===== config.mk =====
export PLATFORM = sky130hd
export DESIGN_NAME = slc_ctrl
export DESIGN_NICKNAME = d
export VERILOG_FILES = /design/src/slc_pkg.sv /design/src/slc_ctrl.sv
export VERILOG_INCLUDE_DIRS = /design/src
export SDC_FILE = /design/constraint.sdc
export NUM_CORES = 1
export LEC_CHECK = 0
export BUFFER_PORTS_ARGS = -buffer_cell sky130_fd_sc_hd__clkbuf_2
export CAP_MARGIN = 20
export CORE_ASPECT_RATIO = 1.2
export CORE_MARGIN = 2
export CORE_UTILIZATION = 60
export DETAILED_ROUTE_END_ITERATION = 6
export PLACE_DENSITY = 0.84
export SYNTH_ARGS = -nofsm -noshare
export SYNTH_HDL_FRONTEND = slang
export SYNTH_SLANG_ARGS = --single-unit

===== constraint.sdc =====
create_clock -name CLK_SYS -period 4.9 [get_ports CLK_SYS]
set_input_delay 0.735 -clock CLK_SYS [delete_from_list [all_inputs] [get_ports CLK_SYS]]
set_output_delay 0.735 -clock CLK_SYS [all_outputs]
set_load 0.05 [all_outputs]

===== src/slc_regs.svh =====
// Register map, command codes and reset values of the servo link control block
`ifndef SLC_REGS_SVH
`define SLC_REGS_SVH

// Byte addresses on the register bus
`define SLC_ADDR_CMD    5'h00
`define SLC_ADDR_STATUS 5'h04
`define SLC_ADDR_FLAGS  5'h08
`define SLC_ADDR_LINK   5'h0c
`define SLC_ADDR_ISTAT  5'h10
`define SLC_ADDR_IMASK  5'h14
`define SLC_ADDR_CFG    5'h18
`define SLC_ADDR_SUBAX  5'h1c

// Signed 16-bit command codes
`define SLC_CODE_NONE   16'h0000
`define SLC_CODE_AXMIN  16'h0001
`define SLC_CODE_AXMAX  16'h0020
`define SLC_CODE_GO     16'hfffe
`define SLC_CODE_CONN   16'hfff6
`define SLC_CODE_SIM20  16'hffec
`define SLC_CODE_SIM21  16'hffeb
`define SLC_CODE_REL    16'hffe7

// Status word values
`define SLC_ST_IDLE     32'h00000000
`define SLC_ST_WAIT     32'hffffffff
`define SLC_ST_EXEC     32'hfffffffe

// Field positions and reset values
`define SLC_IRQ_DONE    0
`define SLC_IRQ_REJ     1
`define SLC_FLAG_SIM    0
`define SLC_FLAG_ESTOP  1
`define SLC_CFG_DRV     0
`define SLC_RST_LINK    32'hffffffff
`define SLC_RST_SUBAX   32'h00000000

`endif

===== src/slc_pkg.sv =====
// Types shared by the servo link control block
package slc_pkg;
    // Avalon-MM request from the master
    typedef struct packed {
        logic        read;
        logic        write;
        logic [4:0]  address;
        logic [31:0] writedata;
    } slc_av_req_type;

    // Link request towards the amplifier chain
    typedef struct packed {
        logic        req;
        logic [31:0] mask;
    } slc_link_type;

    // Command handshake states
    typedef enum logic [2:0] {
        SLC_IDLE = 3'b001,
        SLC_WAIT = 3'b010,
        SLC_EXEC = 3'b100
    } slc_state_type;
endpackage


===== src/slc_ctrl.sv =====
// Servo link connect/disconnect and simulated run control with Avalon-MM registers
// Overview of operation
// - Disconnect code 1..32 or connect -10 only moves status to execute waiting.
// - Simulated start -20/-21 or release -25 only moves status to execute waiting.
// - Pending command runs only on execute code -2 while status is waiting.
// - Disconnect of a non-disconnectable axis returns status straight to zero.
// - Disconnecting an axis also drops every amplifier after it on the line.
// - In simulated mode only release is accepted; all else but zero and execute is rejected.
// - Simulated mode is off after power-up or reset.
// - One flag, set only by the block, shows simulated mode.
// - Finished connect or disconnect returns the status word to zero.
// - Secondary sub-axes can be disconnected but are never reconnected; on a driver line connect sets axis 1 even if it is in sub_axes.
// - With driver traffic on the line only the first axis may be switched.
// - Status word holds -2 while a command is being carried out.
// - Command value zero means no command and causes no action.
// - Code -20 ignores the emergency stop input, -21 honours it.
//
// Decided for this implementation: the register addresses and the Avalon-MM interface to the registers.
`timescale 1ns/10ps
`include "slc_regs.svh"

module slc_ctrl (
    // Clock and reset
    input  wire logic                   CLK_SYS,
    input  wire logic                   RST_N,
    // Register bus
    input  wire slc_pkg::slc_av_req_type AV_REQ,
    output logic [31:0]                 AV_READDATA,
    output logic                        AV_WAITREQUEST,
    // Amplifier chain link
    output slc_pkg::slc_link_type       LINK,
    input  wire logic                   LINK_ACK,
    // Mode outputs and interrupt
    output logic                        SIM_RUN,
    output logic                        ESTOP_USE,
    output logic                        IRQ
);
    import slc_pkg::*;

    slc_state_type state;
    slc_state_type next_state;
    logic [15:0]   pend_code;
    logic [15:0]   next_code;
    logic [31:0]   connected;
    logic [31:0]   next_conn;
    logic          link_req;
    logic          next_req;
    logic          sim_run;
    logic          next_sim;
    logic          estop_use;
    logic          next_estop;
    logic          ev_done;
    logic          ev_rej;
    logic          wait_q;
    logic          next_wait;
    logic [31:0]   rdata;
    logic [31:0]   next_rdata;
    logic [1:0]    irq_stat;
    logic [1:0]    next_stat;
    logic [1:0]    irq_mask;
    logic [1:0]    next_mask;
    logic          drv_line;
    logic          next_drv;
    logic [31:0]   sub_axes;
    logic [31:0]   next_sub;
    logic          irq_q;
    logic          next_irq;
    logic          ack_meta;
    logic          ack_sync;
    logic          bus_wr;
    logic          cmd_wr;
    logic [15:0]   code;
    logic [31:0]   status_word;

    // Mask of the named axis and all axes after it
    function automatic logic [31:0] tail_mask(input logic [15:0] axis);
        tail_mask = 32'hffffffff << 5'(axis - `SLC_CODE_AXMIN);
    endfunction

    // Code names an axis number 1..32
    function automatic logic is_axis(input logic [15:0] c);
        is_axis = (c >= `SLC_CODE_AXMIN) && (c <= `SLC_CODE_AXMAX);
    endfunction

    // Axis is linked now and allowed on this line
    function automatic logic can_disc(input logic [15:0] c, input logic [31:0] conn, input logic drv);
        logic [4:0] idx;
        idx = 5'(c - `SLC_CODE_AXMIN);
        can_disc = is_axis(c) && conn[idx] && (!drv || c == `SLC_CODE_AXMIN);
    endfunction

    // Bus strobes that take effect this edge
    assign bus_wr = AV_REQ.write && !wait_q;
    assign cmd_wr = bus_wr && (AV_REQ.address == `SLC_ADDR_CMD);
    assign code   = AV_REQ.writedata[15:0];

    // Status word seen by the host
    always_comb begin
        unique case (state)
            SLC_IDLE: status_word = `SLC_ST_IDLE;
            SLC_WAIT: status_word = `SLC_ST_WAIT;
            SLC_EXEC: status_word = `SLC_ST_EXEC;
        endcase
    end

    // Acknowledge from the chain crosses in through two flops
    always_ff @(posedge CLK_SYS) begin
        if (!RST_N) begin
            ack_meta <= 1'b0;
            ack_sync <= 1'b0;
        end else begin
            ack_meta <= LINK_ACK;
            ack_sync <= ack_meta;
        end
    end

    // Command handshake next state
    always_comb begin
        next_state = state;
        next_code  = pend_code;
        next_conn  = connected;
        next_req   = link_req;
        next_sim   = sim_run;
        next_estop = estop_use;
        ev_done    = 1'b0;
        ev_rej     = 1'b0;
        unique case (state)
            SLC_IDLE, SLC_WAIT: begin
                if (cmd_wr) begin
                    if (code == `SLC_CODE_GO) begin
                        if (state == SLC_WAIT) begin
                            next_state = SLC_EXEC;
                        end
                    end else if (code == `SLC_CODE_NONE) begin
                        next_state = state;
                    end else if (sim_run) begin
                        if (code == `SLC_CODE_REL) begin
                            next_state = SLC_WAIT;
                            next_code  = code;
                        end else begin
                            next_state = SLC_IDLE;
                            ev_rej     = 1'b1;
                        end
                    end else if (is_axis(code)) begin
                        if (can_disc(code, connected, drv_line)) begin
                            next_state = SLC_WAIT;
                            next_code  = code;
                        end else begin
                            next_state = SLC_IDLE;
                            ev_rej     = 1'b1;
                        end
                    end else if (code == `SLC_CODE_CONN || code == `SLC_CODE_SIM20 || code == `SLC_CODE_SIM21) begin
                        next_state = SLC_WAIT;
                        next_code  = code;
                    end else begin
                        next_state = SLC_IDLE;
                        ev_rej     = 1'b1;
                    end
                end
            end
            SLC_EXEC: begin
                if (is_axis(pend_code) || pend_code == `SLC_CODE_CONN) begin
                    // Four-phase exchange with the chain
                    if (!link_req && !ack_sync) begin
                        next_req = 1'b1;
                        if (is_axis(pend_code)) begin
                            next_conn = connected & ~tail_mask(pend_code);
                        end else if (drv_line) begin
                            next_conn = connected | 32'h00000001;
                        end else begin
                            next_conn = connected | ~sub_axes;
                        end
                    end else if (link_req && ack_sync) begin
                        next_req   = 1'b0;
                        next_state = SLC_IDLE;
                        ev_done    = 1'b1;
                    end
                end else begin
                    next_sim   = (pend_code != `SLC_CODE_REL);
                    next_estop = (pend_code != `SLC_CODE_SIM20);
                    next_state = SLC_IDLE;
                    ev_done    = 1'b1;
                end
            end
        endcase
    end

    // Command handshake registers
    always_ff @(posedge CLK_SYS) begin
        if (!RST_N) begin
            state     <= SLC_IDLE;
            pend_code <= `SLC_CODE_NONE;
            connected <= `SLC_RST_LINK;
            link_req  <= 1'b0;
            sim_run   <= 1'b0;
            estop_use <= 1'b1;
        end else begin
            state     <= next_state;
            pend_code <= next_code;
            connected <= next_conn;
            link_req  <= next_req;
            sim_run   <= next_sim;
            estop_use <= next_estop;
        end
    end

    // Bus slave, interrupt and configuration next values
    always_comb begin
        next_wait  = !((AV_REQ.read || AV_REQ.write) && wait_q);
        next_rdata = rdata;
        next_mask  = irq_mask;
        next_drv   = drv_line;
        next_sub   = sub_axes;
        next_stat  = irq_stat;
        if (bus_wr && AV_REQ.address == `SLC_ADDR_ISTAT) begin
            next_stat = irq_stat & ~AV_REQ.writedata[1:0];
        end
        if (bus_wr && AV_REQ.address == `SLC_ADDR_IMASK) begin
            next_mask = AV_REQ.writedata[1:0];
        end
        if (bus_wr && AV_REQ.address == `SLC_ADDR_CFG) begin
            next_drv = AV_REQ.writedata[`SLC_CFG_DRV];
        end
        if (bus_wr && AV_REQ.address == `SLC_ADDR_SUBAX) begin
            next_sub = AV_REQ.writedata;
        end
        // Events win over a clear in the same cycle
        next_stat[`SLC_IRQ_DONE] = next_stat[`SLC_IRQ_DONE] | ev_done;
        next_stat[`SLC_IRQ_REJ]  = next_stat[`SLC_IRQ_REJ] | ev_rej;
        next_irq = |(next_stat & next_mask);
        if (AV_REQ.read && wait_q) begin
            unique case (AV_REQ.address)
                `SLC_ADDR_CMD:    next_rdata = {{16{pend_code[15]}}, pend_code};
                `SLC_ADDR_STATUS: next_rdata = status_word;
                `SLC_ADDR_FLAGS:  next_rdata = {30'h00000000, estop_use, sim_run};
                `SLC_ADDR_LINK:   next_rdata = connected;
                `SLC_ADDR_ISTAT:  next_rdata = {30'h00000000, irq_stat};
                `SLC_ADDR_IMASK:  next_rdata = {30'h00000000, irq_mask};
                `SLC_ADDR_CFG:    next_rdata = {31'h00000000, drv_line};
                `SLC_ADDR_SUBAX:  next_rdata = sub_axes;
                default:          next_rdata = 32'h00000000;
            endcase
        end
    end

    // Bus slave registers
    always_ff @(posedge CLK_SYS) begin
        if (!RST_N) begin
            wait_q   <= 1'b1;
            rdata    <= 32'h00000000;
            irq_stat <= 2'h0;
            irq_mask <= 2'h0;
            drv_line <= 1'b0;
            sub_axes <= `SLC_RST_SUBAX;
            irq_q    <= 1'b0;
        end else begin
            wait_q   <= next_wait;
            rdata    <= next_rdata;
            irq_stat <= next_stat;
            irq_mask <= next_mask;
            drv_line <= next_drv;
            sub_axes <= next_sub;
            irq_q    <= next_irq;
        end
    end

    // Outputs straight from flops
    assign AV_READDATA    = rdata;
    assign AV_WAITREQUEST = wait_q;
    assign LINK           = '{req: link_req, mask: connected};
    assign SIM_RUN        = sim_run;
    assign ESTOP_USE      = estop_use;
    assign IRQ            = irq_q;
endmodule


Word-level counts from Yosys, hierarchy flattened
Index checks and enable logic that the tools add are counted.
{ "totals": {"regBits": 127, "input_bits": 42, "out_inout_bits": 69, "elab_cells": 140} }
{ "classes": {"add_sub_neg": 2, "magnitude_cmp": 5, "eq_ne": 27, "shift": 1, "muxes": 41, "bitwise_logic": 12, "reduce_logical": 36} }
{ "op_table": {"columns": ["cell", "count"], "rows": [
  ["one-hot mux 32 bit (8 select lines)", 1],
  ["equality test 16 bit, second input constant", 6],
  ["one-hot mux 32 bit (3 select lines)", 1],
  ["two-way mux 16 bit", 5],
  ["two-way mux 32 bit", 2],
  ["inverter 32 bit", 2],
  ["bitwise AND 32 bit", 1],
  ["greater-or-equal comparator 16 x 1 -> 1 bit, second input constant", 2],
  ["<= comparator 16 x 6 -> 1 bit, second input constant", 2],
  ["inequality test 16 bit, second input constant", 2],
  ["bitwise OR 32 bit", 1],
  ["<< shifter 32 x 5 -> 32 bit, first input constant", 1],
  ["two-way mux 3 bit", 9],
  ["equality test 5 bit, second input constant", 4],
  ["equality test 16 x 1 -> 1 bit, second input constant", 1],
  ["zero test 16 bit", 1],
  ["two-way mux 1 bit", 16],
  ["logical AND 1 bit", 14],
  ["inequality test 3 bit, second input constant", 4],
  ["equality test 5 x 4 -> 1 bit, second input constant", 2],
  ["two-way mux 2 bit", 5],
  ["subtractor 5 x 1 -> 5 bit, second input constant", 2],
  ["AND reduction 7 bit", 1],
  ["< comparator 5 x 6 -> 1 bit, second input constant", 1],
  ["23 further kinds", 38]
]} }

Depth between registers and ports, before layout
{ "depth": {"depth_word": 15, "depth_mapped": 13} }

Worst setup path before layout
Ideal clock, no wire load.
{ "synth_timing": {"path_type": "in2reg", "startpoint": "input port AV_REQ[0] (netlist name)", "endpoint": "register pend_code[10]", "setup_ns": 0.073, "arrival_time_ns": 3.534, "required_ns": 4.827, "path_slack_ns": 1.293, "path_stages": 13, "n_path_buf": 5, "path_cell_list": "buf_2 clkbuf_1 inv_1 ha_1 buf_1 mux4_2 o21ai_0 nand3_1 a31oi_1 o32a_1 buf_6 buf_12 mux2i_1"} }
{ "synth_between": {"elab_chain_len": 7, "word_cells_on_any_way": 26, "classes_between": "1 x add/sub; 2 x order compare; 8 x eq/ne; 4 x mux; 2 x bitwise; 9 x reduce/logical"} }
{ "synth_lines": {"columns": ["element", "line", "source"], "rows": [
  ["start, declared", "slc_ctrl.sv:27", "input wire slc_pkg::slc_av_req_type AV_REQ,"],
  ["subtractor 5 x 1 -> 5 bit (no source line)", null, null],
  ["binary-select mux 1 bit (select 5 bit)", "slc_ctrl.sv:89", "can_disc = is_axis(c) && conn[idx] && (!drv || c == `SLC_CODE_AXMIN);"],
  ["two-way mux 1 bit (implied by the code)", "slc_ctrl.sv:89", null],
  ["logical AND 1 bit (2 in series)", "slc_ctrl.sv:89", null],
  ["inequality test 3 x 2 -> 1 bit (no source line)", null, null],
  ["AND reduction 7 bit (no source line)", null, null],
  ["end signal, assigned", "slc_ctrl.sv:192", "pend_code <= `SLC_CODE_NONE;"],
  ["end signal, assigned", "slc_ctrl.sv:199", "pend_code <= next_code;"],
  ["end, declared", "slc_ctrl.sv:42", "logic [15:0] pend_code;"]
]} }
Parallel ways exist; a longest one is shown, timed or not. The select of a mux whose other input is x is not followed.
A chain may end at the register's enable or synchronous reset.

Worst setup path after layout
Ends and elaborated chain as after synthesis.

==> impl_metrics.json <==
{
  "cts_resized": 0,
  "grt.total_usage_pct": 33.4,
  "whs_path_depth": 1,
  "die_area_mm2": 0.0119,
  "status": "finished, violations left",
  "cpLargestDelayFamily": "buffers and inverters",
  "syn_area_per_cell_um2": 8.16,
  "first_pass_iters": 7,
  "cap_violations": 0,
  "violations": "design-rule violations",
  "grt_pass1_vias": 5956,
  "syn_inst": 813,
  "cts_tree": "yes",
  "slowest_delay_ns": 0.58,
  "setup_tns_ns": 0,
  "ant_nets": 0,
  "antenna_found_initial": 0,
  "synth_warnings": 0,
  "grt_overflow": 0,
  "die_w_um": 100,
  "path_depth": 10,
  "clk_path_buf_depth": 2,
  "ir_drop_mv": 0.229,
  "num_vias": 6472,
  "dr.first_iter.drc_count": 679,
  "cts.clk_slew.worst_paths_ns": 0.06,
  "ys.flop_type": "dfxtp_1",
  "arrival_ns": 3.82,
  "grt_pass1_wl_um": 31000,
  "async_flop_share_pct": 0,
  "drive_above_1_share_pct": 21.2,
  "pin_count": 111,
  "setup_viol": 0,
  "gp_congestion": 0.952,
  "yosys.area.top_type": "dfxtp_1",
  "netlist-cell-type-count": 69,
  "fmax_ghz": 0.286,
  "fp.dieH_um": 119,
  "slowest_stage": "ha_1",
  "setup.worst_path.class": "in -> reg",
  "cts_hold_buf": 0,
  "via_per_inst": 6.25,
  "hold_viol": 0,
  "row_count": 42,
  "ys_seq_elements": 127,
  "cts_buffers": 17,
  "yosysMostFrequentCell": "dfxtp_1",
  "fillers": 878,
  "clk_latency_ns": 0.42,
  "cts_setup_buffers": 0,
  "area_growth_pct": 17.3,
  "holdWs_ns": 0.433,
  "slew_headroom_pct": 34.9,
  "n_antenna_cell": 0,
  "worstPathRequired_ns": 5.23,
  "fin_nets": 947,
  "yosys-top-cells-count": "127 x dfxtp_1, 122 x nand2_1, 90 x nor2_1",
  "critPathLaunchType": "primary input",
  "power_density_mw_per_mm2": 346,
  "drc": 2,
  "rsz0062_at_grt": "no",
  "cp-end-kind": "flip-flop",
  "path_cells": "clkbuf_2 -> inv_1 -> ha_1 -> mux4_2 -> o21ai_0 -> nand3_1 -> a31oi_1 -> o32a_1 -> buf_4 -> mux2i_1",
  "dp_hpwl_um": 13700,
  "hp-class": "reg -> reg",
  "drt-wirelength-per-cell_um": 19.2,
  "synth_top_area_share_pct": 38.3,
  "grt_max_degree": 87,
  "crit_fanout": 19,
  "period_minus_slack_ns": 3.49,
  "final-max-slew-violation-count": 0,
  "synth_area_leaders": "dfxtp_1 38%, nand2_1 6.9%, nor2_1 5.1%",
  "drt_wl_total_um": 19800,
  "htree_num_levels": 4,
  "syn_area_mm2": 0.00663,
  "p_leak_uw": 0.00319,
  "syn-num-nets": 870,
  "core-area_mm2": 0.0109,
  "synth_enable_flop_cells": 0,
  "skew_ns": 0.00497,
  "path_buf_inv": 3,
  "port-buffer-count": 110,
  "initial_core_util_pct": 60.7,
  "cts_sinks": 127,
  "reg2reg_depth": 8,
  "worstMarginPinSlew_ns": 0.963,
  "cts-root-buf": "clkbuf_16",
  "min_period_over_period_pct": 71.2,
  "ys_seq_area_share_pct": 38.3
}
==> flip-flops by register name, summed over array words and instances (netlist names) <==
name / count
AV_READDATA: 32
connected: 32
sub_axes: 32
pend_code: 16
state: 3
irq_mask: 2
irq_stat: 2
AV_WAITREQUEST: 1
ESTOP_USE: 1
IRQ: 1
SIM_RUN: 1
ack_meta: 1
ack_sync: 1
drv_line: 1
link_req: 1
==> stage by stage <==
| step | cell area, um^2 | setup WS, ns | total power, uW | std cells | utilization, % |
|---|---|---|---|---|---|
| CTS | 7780 | 1.47 | 2680 | 1035 | 71.2 |
| global placement | 7160 | 1.28 | 1390 | 1003 | 65.5 |
| detailed placement | 7160 | 1.11 | 1390 | 1003 | 65.5 |
| finish | 7780 | 1.41 | 2690 | 1035 | 71.2 |
| floorplan | 6630 | 1.29 | 1320 | 813 | - |
| global route | 7780 | 1.27 | 2760 | 1035 | 71.2 |
==> power by group <==
| part | switching (uW) | internal (uW) | leakage (uW) |
|---|---|---|---|
| Clock | 493 | 822 | 0.000300 |
| Sequential | 20.8 | 1060 | 0.00103 |
| Combinational | 199 | 96.8 | 0.00186 |
| Total | 713 | 1980 | 0.00319 |
==> path summary, 6_finish.rpt <==
path | endpoint | start | slack (ns)
worst min register to register | ack_sync | ack_meta | 0.43
worst max-delay path | pend_code[10] | AV_REQ[0] | 1.41
worst max register to register | connected[21] | pend_code[0] | 1.61
worst min-delay path | ack_sync | ack_meta | 0.43
==> layout make-up <==
cell class / count / area (um^2) / share of cell area, %
clock buffers: 22 / 494 / 6.35
clock inverters: 10 / 124 / 1.59
inverters: 18 / 67.6 / 0.868
multi-input cells: 606 / 3760 / 48.3
flip-flops and latches: 127 / 2540 / 32.7
well taps: 132 / 165 / 2.12
repair buffers: 120 / 628 / 8.07
==> kinds of logic after synthesis <==
family / count (synthesis) / share of synthesized area [%]
fa+ha+maj: 15 / 2.83
buf+inv: 80 / 4.98
mux: 50 / 9.45
compound gates: 228 / 22.1
simple gates: 305 / 21.3
xor+xnor: 8 / 1.06
flops: 127 / 38.3
==> placed cells by master, fill, tap and decap left out, types with 5 or more instances in the layout <==
cell	instances
and2_1	9
o211ai_1	5
o21ai_1	12
nand3_1	18
o22ai_1	8
nor4_1	8
nor2b_1	6
nor3_1	7
dfxtp_1	127
a21boi_0	40
xnor2_1	6
clkbuf_8	5
o21ai_0	51
buf_4	11
nand2_1	122
mux2_2	21
inv_1	18
nor3b_1	5
clkbuf_16	17
nand4_1	11
mux4_2	8
mux2i_1	21
clkbuf_2	109
a22oi_1	14
a21oi_1	60
ha_1	15
nand2b_1	6
nor2_1	90
==> per-layer routing <==
metal	wire, um	global-route usage (%)
met1	7940	42.9
met2	9310	53.5
met3	1770	7.75
met4	817	14.9
met5	0	0
(Power assumes the default switching activity.)
